## config.mk

```make
export PLATFORM = sky130hd
export DESIGN_NAME = modem_tx_command_decoder
export DESIGN_NICKNAME = d
export VERILOG_FILES = /design/src/rtl/tx_cmd_pkg.sv /design/src/rtl/word_fifo.sv /design/src/rtl/modem_tx_command_decoder.sv
export SDC_FILE = /design/constraint.sdc
export NUM_CORES = 1
export LEC_CHECK = 0
export CAP_MARGIN = 0
export CORE_ASPECT_RATIO = 1.2
export CORE_MARGIN = 5
export CORE_UTILIZATION = 30
export CTS_CLUSTER_DIAMETER = 50
export DETAILED_ROUTE_END_ITERATION = 6
export DONT_BUFFER_PORTS = 1
export GPL_TIMING_DRIVEN = 1
export PLACE_DENSITY = 0.52
export SLEW_MARGIN = 20
export SYNTH_ARGS = -nofsm -noshare
export SYNTH_HDL_FRONTEND = slang
export SYNTH_SLANG_ARGS = --single-unit
```

## constraint.sdc

```tcl
create_clock -name ref_clk -period 2.5 [get_ports ref_clk]
set_input_delay 0.5 -clock ref_clk [delete_from_list [all_inputs] [get_ports ref_clk]]
set_output_delay 0.5 -clock ref_clk [all_outputs]
set_load 0.005 [all_outputs]
```

## src/rtl/tx_cmd_pkg.sv

```systemverilog
package tx_cmd_pkg;

	// Transmit mode codes, first byte bits 3..0
	localparam logic [3:0] MODE_OFF    = 4'h0;
	localparam logic [3:0] MODE_V22BIS = 4'h1;
	localparam logic [3:0] MODE_V22    = 4'h2;
	localparam logic [3:0] MODE_DPSK_US = 4'h3;
	localparam logic [3:0] MODE_V23    = 4'h4;
	localparam logic [3:0] MODE_V21    = 4'h5;
	localparam logic [3:0] MODE_FSK_US = 4'h6;
	localparam logic [3:0] MODE_DTMF   = 4'h7;

	// Field positions
	localparam int MODE_LSB   = 0;
	localparam int SIG_LSB    = 4;
	localparam int CHAN_BIT   = 7;
	localparam int ATT_LSB    = 0;
	localparam int SCR_BIT    = 5;
	localparam int RATE_BIT   = 7;
	localparam int KIND_BIT   = 0;
	localparam int DATA_LSB   = 1;
	localparam int TXEN_N_BIT = 7;

	// Signalling codes
	localparam logic [1:0] SIG_NONE = 2'h0;
	localparam logic [1:0] SIG_550  = 2'h1;
	localparam logic [1:0] SIG_1800 = 2'h3;

	// Attenuation
	localparam logic [4:0] ATT_MAX_FINITE = 5'h17;
	localparam logic [4:0] ATT_RESET      = 5'h1F;

	// Scrambler taps
	localparam int SCR_LEN  = 17;
	localparam int SCR_TAP1 = 14;

	// Bytes in a command word and FIFO depth
	localparam int WORD_BYTES = 3;
	localparam int FIFO_DEPTH = 4;

	typedef struct packed {
		logic [7:0] data_tone;
		logic [7:0] parameter_b;
		logic [7:0] mode_select;
	} tx_word_t;

	typedef struct packed {
		logic [3:0] mode;
		logic       is_fsk;
		logic       is_psk;
		logic       is_dtmf;
		logic [1:0] guard;
		logic       originate;
		logic       infinite_att;
		logic [4:0] atten_db;
		logic       scramble_on;
		logic       rate_600;
		logic       single_tone;
		logic       tone_low;
		logic [3:0] dtmf_code;
		logic [2:0] bits_per_baud;
		logic       tx_enable;
	} tx_cfg_t;

endpackage

```

## src/rtl/word_fifo.sv

```systemverilog
module word_fifo #(
	parameter int WIDTH = 24,
	parameter int DEPTH = 4
) (
	input  wire logic             ref_clk,
	input  wire logic             rst,
	input  wire logic             clk_en,
	input  wire logic             in_valid,
	output logic                  in_ready,
	input  wire logic [WIDTH-1:0] in_data,
	output logic                  out_valid,
	input  wire logic             out_ready,
	output logic      [WIDTH-1:0] out_data
);
	localparam int AW = $clog2(DEPTH);

	logic [WIDTH-1:0] mem [DEPTH];
	logic [AW-1:0]    wr_ptr;
	logic [AW-1:0]    rd_ptr;
	logic [AW:0]      count;
	wire              push = in_valid && in_ready && clk_en;
	wire              pop  = out_valid && out_ready && clk_en;

	assign in_ready  = (count != (AW+1)'(DEPTH));
	assign out_valid = (count != '0);
	assign out_data  = mem[rd_ptr];

	always_ff @(posedge ref_clk) begin
		if (push)
			mem[wr_ptr] <= in_data;
	end

	always_ff @(posedge ref_clk or posedge rst) begin
		if (rst) begin
			wr_ptr <= '0;
			rd_ptr <= '0;
			count  <= '0;
		end else begin
			if (push)
				wr_ptr <= (wr_ptr == AW'(DEPTH-1)) ? '0 : wr_ptr + 1'b1;
			if (pop)
				rd_ptr <= (rd_ptr == AW'(DEPTH-1)) ? '0 : rd_ptr + 1'b1;
			count <= count + (AW+1)'(push) - (AW+1)'(pop);
		end
	end
endmodule

```

## src/rtl/modem_tx_command_decoder.sv

```systemverilog
module modem_tx_command_decoder
	import tx_cmd_pkg::*;
(
	input  wire logic       ref_clk,
	input  wire logic       rst,
	input  wire logic       clk_en,
	input  wire logic       byte_strobe,
	input  wire logic [7:0] byte_data,
	input  wire logic       word_start,
	output logic            word_ready,
	input  wire logic       baud_tick,
	input  wire logic       sample_tick,
	output tx_cfg_t         cfg,
	output logic            line_bit,
	output logic            line_bit_valid,
	output logic [3:0]      symbol,
	output logic            symbol_valid
);

	function automatic logic [2:0] bits_for(input logic [3:0] m,
		input logic r600);
		unique case (m)
			MODE_V22BIS:  bits_for = 3'h4;
			MODE_V22:     bits_for = r600 ? 3'h1 : 3'h2;
			MODE_DPSK_US: bits_for = 3'h2;
			default:      bits_for = 3'h0;
		endcase
	endfunction

	typedef enum logic [2:0] {
		ST_B0 = 3'b001,
		ST_B1 = 3'b010,
		ST_B2 = 3'b100
	} asm_state_t;

	asm_state_t       state;
	asm_state_t       next_state;
	logic [7:0]       hold_b0;
	logic [7:0]       hold_b1;
	tx_word_t         fifo_in;
	tx_word_t         cur;
	logic             fifo_out_valid;
	logic             fifo_out_ready;
	logic             fifo_in_valid;
	logic [23:0]      fifo_out_data;
	logic [2:0]       fsk_idx;
	logic [5:0]       fsk_bits;
	logic             fsk_active;
	logic [SCR_LEN:1] scr_hist;
	logic             word_loaded;
	logic             fifo_in_ready_w;

	// Byte assembly; bytes arrive low byte first
	always_comb begin
		next_state = state;
		if (byte_strobe && word_ready) begin
			unique case (state)
				ST_B0: next_state = ST_B1;
				ST_B1: next_state = ST_B2;
				ST_B2: next_state = ST_B0;
				default: next_state = ST_B0;
			endcase
		end
		if (word_start)
			next_state = ST_B0;
	end

	assign fifo_in = '{data_tone: byte_data, parameter_b: hold_b1,
		mode_select: hold_b0};
	assign fifo_in_valid = byte_strobe && (state == ST_B2) && !word_start;
	// Stall the writer on the third byte when the word queue is full
	assign word_ready = (state != ST_B2) || fifo_in_ready_w;

	always_ff @(posedge ref_clk or posedge rst) begin
		if (rst) begin
			state   <= ST_B0;
			hold_b0 <= '0;
			hold_b1 <= '0;
		end else if (clk_en) begin
			state <= next_state;
			if (byte_strobe && state == ST_B0)
				hold_b0 <= byte_data;
			if (byte_strobe && state == ST_B1)
				hold_b1 <= byte_data;
		end
	end

	word_fifo #(.WIDTH(24), .DEPTH(FIFO_DEPTH)) u_fifo (
		.ref_clk   (ref_clk),
		.rst       (rst),
		.clk_en    (clk_en),
		.in_valid  (fifo_in_valid),
		.in_ready  (fifo_in_ready_w),
		.in_data   (fifo_in),
		.out_valid (fifo_out_valid),
		.out_ready (fifo_out_ready),
		.out_data  (fifo_out_data)
	);

	// Next word taken at each baud, but not while an FSK burst is active
	// Baud-paced exchanges
	assign fifo_out_ready = baud_tick && !fsk_active;

	// Decode of the taken word
	wire tx_word_t  nw      = tx_word_t'(fifo_out_data);
	wire [3:0]      nmode   = nw.mode_select[MODE_LSB+:4];
	wire            is_tx   = !nw.data_tone[KIND_BIT];
	wire            take    = fifo_out_valid && fifo_out_ready && clk_en;
	wire            take_tx = take && is_tx;

	// Decoded fields of the held word
	wire [3:0] cmode = cur.mode_select[MODE_LSB+:4];
	wire c_fsk  = (cmode == MODE_V23) || (cmode == MODE_V21) ||
		(cmode == MODE_FSK_US);
	wire c_psk  = (cmode == MODE_V22BIS) || (cmode == MODE_V22) ||
		(cmode == MODE_DPSK_US);
	wire c_dtmf = (cmode == MODE_DTMF);
	// Reserved codes act as modem off
	wire c_on   = c_fsk || c_psk || c_dtmf;
	// Reserved signalling code gives no guard
	wire [1:0] csig = cur.mode_select[SIG_LSB+:2];
	wire [1:0] cguard = (csig == SIG_550 || csig == SIG_1800) ?
		csig : SIG_NONE;
	wire [4:0] catt = cur.parameter_b[ATT_LSB+:5];
	wire c_inf = (catt > ATT_MAX_FINITE) || !word_loaded;
	wire c_en  = c_on && !cur.data_tone[TXEN_N_BIT] && !c_inf;
	wire c_r600 = cur.parameter_b[RATE_BIT];

	always_comb begin
		cfg = '0;
		cfg.mode          = c_on ? cmode : MODE_OFF;
		cfg.is_fsk        = c_fsk;
		cfg.is_psk        = c_psk;
		cfg.is_dtmf       = c_dtmf;
		cfg.guard         = c_dtmf ? SIG_NONE : cguard;
		cfg.originate     = !c_dtmf && cur.mode_select[CHAN_BIT];
		cfg.infinite_att  = c_inf;
		cfg.atten_db      = c_inf ? ATT_RESET : catt;
		cfg.scramble_on   = cur.parameter_b[SCR_BIT];
		cfg.rate_600      = !c_dtmf && c_r600;
		cfg.single_tone   = c_dtmf && c_r600;
		cfg.tone_low      = c_dtmf && c_r600 && cur.mode_select[CHAN_BIT];
		cfg.dtmf_code     = c_dtmf ? cur.data_tone[DATA_LSB+:4] : 4'h0;
		cfg.bits_per_baud = bits_for(cmode, c_r600);
		cfg.tx_enable     = c_en;
	end

	// Reset forces infinite attenuation via word_loaded
	// Only transmit words touch the held settings
	always_ff @(posedge ref_clk or posedge rst) begin
		if (rst) begin
			cur         <= '{data_tone: 8'h80, parameter_b: 8'h1F,
				mode_select: 8'h00};
			word_loaded <= 1'b0;
		end else if (clk_en && take_tx) begin
			cur         <= nw;
			word_loaded <= 1'b1;
		end
	end

	// Symbol masked to bits used; one per baud
	wire [3:0] raw_sym = nw.data_tone[DATA_LSB+:4];
	wire [2:0] nbits   = bits_for(nmode, nw.parameter_b[RATE_BIT]);
	wire [3:0] sym_mask = (nbits == 3'h4) ? 4'hF :
		(nbits == 3'h2) ? 4'h3 : 4'h1;
	wire n_psk = (nmode == MODE_V22BIS) || (nmode == MODE_V22) ||
		(nmode == MODE_DPSK_US);
	wire n_fsk = (nmode == MODE_V23) || (nmode == MODE_V21) ||
		(nmode == MODE_FSK_US);
	wire n_en  = !nw.data_tone[TXEN_N_BIT] &&
		(nw.parameter_b[ATT_LSB+:5] <= ATT_MAX_FINITE);

	// Divide by 1 + x^-14 + x^-17
	wire scr_in  = fsk_bits[0];
	wire scr_out = scr_in ^ scr_hist[SCR_TAP1] ^ scr_hist[SCR_LEN];
	// Bypass when disabled; FSK samples scrambled only when the scramble bit is set
	wire bit_out = scr_in;

	always_ff @(posedge ref_clk or posedge rst) begin
		if (rst) begin
			symbol         <= 4'h0;
			symbol_valid   <= 1'b0;
			fsk_bits       <= '0;
			fsk_idx        <= 3'h0;
			fsk_active     <= 1'b0;
			line_bit       <= 1'b0;
			line_bit_valid <= 1'b0;
			scr_hist       <= '0;
		end else if (clk_en) begin
			symbol_valid   <= 1'b0;
			line_bit_valid <= 1'b0;
			if (take_tx && n_psk && n_en) begin
				symbol       <= raw_sym & sym_mask;
				symbol_valid <= 1'b1;
			end
			if (take_tx && n_fsk && n_en) begin
				fsk_bits   <= nw.data_tone[DATA_LSB+:6];
				fsk_idx    <= 3'h0;
				fsk_active <= 1'b1;
			end else if (fsk_active && sample_tick) begin
				line_bit       <= cur.parameter_b[SCR_BIT] ?
					scr_out : bit_out;
				line_bit_valid <= 1'b1;
				if (cur.parameter_b[SCR_BIT])
					scr_hist <= {scr_hist[SCR_LEN-1:1], scr_out};
				fsk_bits <= {1'b0, fsk_bits[5:1]};
				fsk_idx  <= fsk_idx + 3'h1;
				if (fsk_idx == 3'h5)
					fsk_active <= 1'b0;
			end
		end
	end

endmodule

```

==> results by stage, run 1 <==
Run status:
- The flow ran to the end, and the final reports show no timing, DRC or antenna violations.

Power:
- The combinational fraction of design power is 0.227.
- The worst vdd rail ir drop is 0.0004305 V.
- The sequential share of power is 0.472.
- For this design the total switching power over the nets is 2.313 mW.
- Of the total power, the clock network draws 0.301.
- The switching share of total power is 0.2852.
- The internal cell power is 5.797 mW.
- For this design the ratio of total power to cell area is 1026 nW/um^2.
- The leakage power figure is 3.055 nW.
- The total design power is 8.111 mW.

STA:
- The routed design could run at a clock period as short as 2.402 ns.
- Measured against its own limit, the worst slew margin works out to 0.5212.
- The final count of pins violating max slew is 0.
- The worst-margin pin slew is 0.7182 ns.
- The final worst clock skew is 0.004441 ns.
- The number of hold violations in the final report is 0.
- The final total negative setup slack is 0 ns.
- In the finished design, the share of the clock period the worst path needs comes to 0.9609.
- The final critical-path setup slack is 0.09785 ns.
- Setup repair after global routing left no endpoint under its margin.
- Setup violations remaining at the end of the flow were counted as 0.
- The peak clock frequency supported by timing is 0.4163 GHz.

Synth:
- The number of nets handed over by synthesis was 439.
- The number of enable-type register cells in the synthesized netlist is 88.
- After synthesis, the netlist uses 48 different library cells.
- The mapped netlist covers 6810 sq um.
- Of the synthesized area, sequential elements account for 0.6759.
- In this run the mean area of a mapped cell was 16.45 sq um.
- The proportion of register bits with asynchronous set or reset after synthesis is 0.4699.
- Among all flip-flop cells after synthesis, the most frequent one is sky130_fd_sc_hd__edfxtp_1.
- Synthesis inferred 166 register bits.
- Synthesis handed over a netlist of 414 instances.
- The number of synthesis warnings is 0.

CTS:
- TritonCTS built the clock tree.
- The TritonCTS buffer count is 17.
- The number of clock sinks seen by CTS is 166.
- The number of buffers inserted for hold repair after clock tree synthesis is 0.
- For the worst-skew pair, the clock arrives at the later sink with an insertion delay of 0.41 ns.
- Clock-pin slew was measured on the worst setup and hold paths at 0.06 ns.
- The root buffer cell is sky130_fd_sc_hd__clkbuf_16.
- CTS built an H-tree with a depth of 4.
- The largest buffer count on any clock path is 2.

Placed design:
- The congestion estimate from routability-driven global placement came to 0.7166.
- Port buffering added 0 buffers.
- Before CTS, the worst setup slack after placement is 0.03616 ns.
- The post-detailed-placement half-perimeter wirelength is 9290 um.
- In this run, placement finished with an instance count of 701.

Critical path:
- The worst stage delay on the critical path is 0.57 ns.
- STA classifies the critical path startpoint as a register.
- The worst setup path is of the reg -> reg kind.
- The worst register-to-register path has a depth of 6.
- In this run the worst path has a maximum fanout of 9.
- The signal arrival time at the worst endpoint is 2.70 ns.
- Walking the worst path, the cells encountered are buf_12, mux4_1, a211o_1, buf_4, nor4b_4, mux2_2.
- The standard cell with the maximum stage delay on the critical path is sky130_fd_sc_hd__mux4_1.
- The reg2reg setup slack is 0.1 ns.
- The required time at the endpoint of the critical path is 2.80 ns.
- The worst setup path is captured at a register.

Floorplanning:
- The width of the die is 147.5 um.
- The initial utilization of the core area, before any placement, comes to 0.3044.
- The I/O pin total is 51.
- The die covers 25,830 sq um.
- The placement row count is 60.
- The standard cell core area is 22,370 sq um.
- The die is 175.1 um tall.

Final layout:
- In the final layout, the share of cells above drive strength 1 is 0.3458.
- In the layout the commonest cells are sky130_fd_sc_hd__edfxtp_1 (88), sky130_fd_sc_hd__dfrtp_1 (70), sky130_fd_sc_hd__mux2_2 (49).
- Once layout is complete, the cells apart from fillers number 733.
- The post-route core utilization is 0.3533.
- The net count of the finished layout is 466.
- The area growth from synthesis to layout is 16.06%.
- 0 antenna diodes ended up in the layout.
- After filler insertion, the fill cell instance count of the layout stands at 2,106.
- The most frequent standard cell in the layout excluding fill and tap cells is sky130_fd_sc_hd__edfxtp_1.

Route:
- The first TritonRoute pass finished after 4 iterations.
- The detail route stage leaves a number of antenna-violating nets equal to 0.
- In this run, the number of DRC markers left after iteration 0 of detailed routing was 197.
- The average detailed-routed wire length per instance is 18.15 um.
- The routed design has 13,310 um of wire.
- The DRC violations left is 0.
- Summing over every cut layer, the via total after detailed routing is 3,426.
- The via count normalized by instance count is 4.674.

GRT:
- The via count of the first global-routing pass was 3,821.
- For this run, global-route usage on met1 was measured as 0.1207.
- The number of antenna violations at the first check in global routing is 0.
- The pin count of the biggest net entering global routing is 37.
- For this run, global-route usage on met2 was measured as 0.1951.
- After global routing the overflow that remains totals 0.
- The first global-routing pass estimated 21,380 um of wire.
- The busiest layer in global routing is met2.
- The routing usage on met3 is 0.04021.
- Across every metal layer, demand over resource in global routing totals 0.1098.

Job:
- Max-cap violations in this run came to 0.

Worst hold path:
- In this run the worst hold path is classified as in -> async.
final timing paths:
check | start | endpoint
setup / recovery | u_fifo.rd_ptr[0] | symbol[0]
min in group ref_clk | byte_data[4] | u_fifo.mem[2][20]
setup reg to reg | u_fifo.rd_ptr[0] | symbol[0]
hold reg to reg | catt[4] | catt[4]
hold / removal | rst | fsk_bits[3]
max in group asynchronous | rst | symbol_valid
per-stage QoR:
stage	hold WS (ns)	area, sq um
floorplan	0.4435	6815
global placement	0.4615	7342
detailed placement	0.4675	7342
CTS	0.07930	7899
global route	0.1099	7904
finish	0.06161	7904
worst max-delay path: cells and delay by family, from the launching register on:
| family | cells | cell delay, ns |
|---|---|---|
| buf+inv | 2 | 0.30 |
| flops | 1 | 0.41 |
| compound gates | 1 | 0.34 |
| mux | 2 | 0.93 |
| simple gates | 1 | 0.30 |
synth_stat cells, drive strengths merged, types with 2 or more instances:
| cell type | number | area (sq um) |
|---|---|---|
| nand4 | 2 | 12.51 |
| xnor2 | 2 | 17.52 |
| and2 | 11 | 68.82 |
| dfstp | 7 | 183.9 |
| edfxtp | 88 | 2643 |
| and3 | 2 | 12.51 |
| dfrtp | 71 | 1777 |
| o21ai | 7 | 35.03 |
| or2 | 5 | 31.28 |
| inv | 17 | 63.81 |
| nor4 | 2 | 12.51 |
| mux2i | 5 | 50.05 |
| nand3 | 3 | 15.01 |
| nor2 | 11 | 41.29 |
| ha | 9 | 112.6 |
| nor2b | 6 | 37.54 |
| a21oi | 2 | 10.01 |
| nor4b | 3 | 47.54 |
| nand2 | 29 | 108.9 |
| o221a | 5 | 56.30 |
| nor3b | 4 | 30.03 |
| a21boi | 2 | 15.01 |
| mux2 | 49 | 551.8 |
| buf | 13 | 101.4 |
| mux4 | 22 | 510.5 |
| nor3 | 2 | 10.01 |
| or4 | 2 | 15.01 |
| o21a | 3 | 22.52 |
| xor2 | 3 | 26.28 |
| nand2b | 8 | 50.05 |
| clkbuf | 7 | 26.28 |
cell type report:
class                      count  area (sq um)  share of cell area
tap                          279         349.1             0.04417
timing repair buffer          28         297.8             0.03768
clock buffer                  19         432.9             0.05477
multi-input combinational    211          2032              0.2571
clock inverter                13         122.6             0.01551
inverter                      17         65.06            0.008232
sequential                   166          4604              0.5826
power by group through the flow:
stage | combinational (mW) | sequential (mW) | clock, mW
final | 1.84 | 3.83 | 2.44
after global routing | 2.05 | 3.90 | 2.66
after CTS | 1.89 | 3.84 | 2.52
after detailed placement | 1.89 | 3.89 | 0
after global placement | 1.85 | 3.86 | 0
after floorplan | 1.43 | 3.73 | 0
metal layers:
| metal | wire length, um | share of wire | vias up |
|---|---|---|---|
| li1 | - | - | 1582 |
| met1 | 5385 | 0.40 | 1784 |
| met2 | 7143 | 0.54 | 51 |
| met3 | 601 | 0.045 | 9 |
| met4 | 177 | 0.013 | 0 |
| met5 | 0 | 0 | - |
sequential cells by signal, summed over array words and instances (netlist names), 2 cells and up:
name	count
catt	5
cmode	4
csig	2
cur	6
fsk_bits	6
fsk_idx	3
hold_b0	7
hold_b1	7
scr_hist	17
state	3
symbol	4
u_fifo.count	3
u_fifo.mem	88
u_fifo.rd_ptr	2
u_fifo.wr_ptr	2
logic make-up after synthesis:
| family | after synthesis | share of synthesized area |
|---|---|---|
| buffers and inverters | 37 | 0.02811 |
| DFF | 166 | 0.6759 |
| adders and majority gates | 10 | 0.01947 |
| AOI/OAI and AO/OA | 27 | 0.03068 |
| muxes | 76 | 0.1633 |
| xor gates and xnor gates | 5 | 0.006431 |
| other | 1 | 0.0005506 |
| and+or+nand+nor | 92 | 0.07551 |
timing repair:
action,CTS,global route
endpoints found under the hold margin,0,0
setup buffers,0,0
resized for setup,1,2
endpoints found under the setup margin,1,5
Note: power is estimated with default switching activity, not from simulation.
==> run 2, diff against run 1 <==
CTS_BUF_LIST = sky130_fd_sc_hd__clkbuf_4 sky130_fd_sc_hd__clkbuf_8 sky130_fd_sc_hd__clkbuf_16   (was not set)
==> run 2 against run 1 <==
  * Worst hold slack gained 0.00059 ns
  * Count of clock-buffer cells in the layout stayed put
  * Non-clock buffer count stayed put
  * Global-route usage barely moved
  * Maximum frequency hardly changed
  * Via count about the same
  * Wire length about the same
  * Register-to-register slack is essentially flat
  * Cell count is the same
  * Sequential power hardly changed
  * Final area about the same
  * Critical path type unchanged
==> results by stage, run 2 (synthesis results as in run 1) <==
CTS:
- The TritonCTS buffer count came to 17 (unchanged).
- The number of buffers inserted for hold repair after clock tree synthesis came to 0 (unchanged).
- The clock latency at the later pin of the worst-skew pair is 0.41 ns (about the same).
- The total number of H-tree levels is 4 (unchanged).
- The CTS tree is built.
- The CTS clock-pin slew for the worst setup and hold paths is 0.06 ns (about the same).
- The largest buffer count on any clock path came to 2 (unchanged).
- The number of clock sinks seen by CTS is 166 (unchanged).
- The tree is rooted in a sky130_fd_sc_hd__clkbuf_16.

STA:
- The final total negative setup slack is 0 ns (unchanged).
- The number of setup violations in the final report is 0 (unchanged).
- The worst-margin pin slew is 0.7177 ns (-0.0005129 ns).
- The number of hold violations in the final report came to 0 (unchanged).
- The ratio of final minimum period to clock period is 0.9614 (about the same).
- The peak clock frequency supported by timing is 0.4161 GHz (about the same).
- Setup repair after global routing left no endpoint under its margin.
- The max-slew headroom at the worst pin was 0.5215 (about the same).
- The shortest clock period the worst path allows after layout is 2.404 ns (+0.001378 ns).
- The final worst clock skew is 0.006312 ns (+0.001871 ns).
- The worst hold margin is 0.06220 ns (+0.0005896 ns).
- The final count of pins violating max slew is 0 (unchanged).

Route:
- The violation count after the first detailed-routing iteration is 196 (-0.51%).
- The total via count in the routed design is 3,423 (-0.088%).
- The final antenna-violating net count is 0 (unchanged).
- The via count normalized by instance count was 4.670 (about the same).
- The post-detailed-routing wire length is 13,300 um (about the same).
- The DRC violations left is 0 (unchanged).
- The length of the first detailed-routing pass in iterations is 4 (unchanged).
- The average detailed-routed wire length per instance is 18.15 um (about the same).

Critical path:
- The reg2reg setup slack is 0.1 ns (about the same).
- The endpoint of the worst register-to-register path is symbol[0].
- The signal arrival time at the worst endpoint is 2.70 ns (about the same).
- The required time at the endpoint of the critical path is 2.80 ns (about the same).
- The largest fanout of any net on the critical path is 9 (unchanged).
- The endpoint type of the worst setup path is a register.
- The path depth of the worst reg2reg path is 6 (unchanged).
- The worst setup path is launched from a register.
- The startpoint-to-endpoint class of the critical path is reg -> reg.
- The launch point of the worst reg-to-reg path is u_fifo.rd_ptr[0].

Power:
- The worst vdd rail ir drop is 0.0004299 V (-0.13%).
- The leakage power figure is 3.062 nW (+0.22%).
- The total power density per cell area is 1029 nW/um^2 (+0.26%).

Floorplanning:
- The standard cell core area came to 22,370 sq um (unchanged).
- The area of the die is 25,830 sq um (unchanged).
- The I/O pin total is 51 (unchanged).
- The height of the die is 175.1 um (unchanged).
- The starting density of the core is 0.3044 (unchanged).
- The placement row count was 60 (unchanged).
- The width of the die came to 147.5 um (unchanged).

GRT:
- The pin count of the biggest net entering global routing came to 37 (unchanged).
- The overall routing resource usage is 0.1098 (about the same).
- The total congestion overflow after global routing is 0 (unchanged).
- The via count of the first global-routing pass came to 3,832 (+0.29%).
- The first-pass GRT wire length is 21,400 um (about the same).
- The number of antenna violations at the first check in global routing was 0 (unchanged).

Final layout:
- Counting flops per register, the top entry is u_fifo.mem.
- In the layout the commonest cells are sky130_fd_sc_hd__edfxtp_1 (88), sky130_fd_sc_hd__dfrtp_1 (70), sky130_fd_sc_hd__mux2_2 (49).
- The area overhead of the layout relative to synthesis came to 16.17% (about the same).
- The net total in the final layout is 466 (unchanged).
- The largest registers in the layout are u_fifo.mem: 88 flops, scr_hist: 17 flops.
- The number of antenna cells inserted is 0 (unchanged).
- The fraction of final layout cells with drive strength greater than 1 is 0.3502 (+0.004405).
- The flip-flop count of the largest register after layout is 88 (unchanged).
- The most frequent standard cell in the layout excluding fill and tap cells is sky130_fd_sc_hd__edfxtp_1.

Run status:
- The run finished with clean final reports.

Placed design:
- The final estimated routing congestion in global placement is 0.7166 (unchanged).
- The post-detailed-placement half-perimeter wirelength is 9290 um (unchanged).
- The number of I/O port buffers is 0 (unchanged).

Job:
- The count of maximum capacitance violations came to 0 (unchanged).

Worst hold path:
- In this run the worst hold path is classified as in -> async.
## run 2: changes by cell type in the layout (fill, tap and decap cells not counted)
cell and change:
sky130_fd_sc_hd__clkbuf_1 -2, sky130_fd_sc_hd__clkbuf_4 +2
## run 2: layer usage
metal | wire [um] | up-vias | GRT usage | share of wire
met1 | 5412 | 1778 | 0.1205 | 0.41
li1 | - | 1584 | - | -
met4 | 177 | 0 | 0.03730 | 0.013
met2 | 7127 | 52 | 0.1955 | 0.54
met5 | 0 | - | 0 | 0
met3 | 586 | 9 | 0.04021 | 0.044
## run 2: worst max path at each step
stage,from,to,slack [ns]
final,u_fifo.rd_ptr[0],symbol[0],0.1
after global routing,u_fifo.rd_ptr[0],symbol[2],0.001
after CTS,u_fifo.rd_ptr[0],fsk_idx[2],0.02
after detailed placement,u_fifo.rd_ptr[0],fsk_idx[2],0.04
after global placement,u_fifo.rd_ptr[0],fsk_idx[2],0.09
after floorplan,u_fifo.rd_ptr[0],fsk_idx[2],0.01
## run 2: final cells by class
type                            count  area (sq um)
Clock buffer                       19         440.4
Clock inverter                     13         122.6
Fill cell                        2107         14460
Inverter                           17         65.06
Multi-Input combinational cell    211          2032
Sequential cell                   166          4604
Tap cell                          279         349.1
Timing Repair Buffer               28         297.8
## run 2: metrics by stage
stage	power, mW	area (sq um)	std cells	utilization	worst slack [ns]
global placement	5.710	7342	701	0.3282	0.08652
finish	8.140	7911	733	0.3536	0.09647
global route	8.622	7911	733	0.3536	0.001293
floorplan	5.158	6815	414	-	0.01079
detailed placement	5.779	7342	701	0.3282	0.03616
CTS	8.269	7906	733	0.3534	0.02409
## run 2: power by group
group / switching, mW / internal, mW
registers: 0.398 / 3.43
clock network: 1.06 / 1.41
logic: 0.859 / 0.982
total: 2.32 / 5.82
## run 2: what timing repair did
item,in CTS,in global routing
gates resized for setup,1,2
endpoints found under the setup margin,1,5
gates cloned,0,0
setup buffers,0,0
pin swaps,0,0
## run 2: critical path, stage by stage (launching register included)
cell and delay (ns):
sky130_fd_sc_hd__dfrtp_2 0.41, sky130_fd_sc_hd__buf_12 0.15, sky130_fd_sc_hd__mux4_1 0.57, sky130_fd_sc_hd__a211o_1 0.34, sky130_fd_sc_hd__buf_4 0.15, sky130_fd_sc_hd__nor4b_4 0.30, sky130_fd_sc_hd__mux2_2 0.36
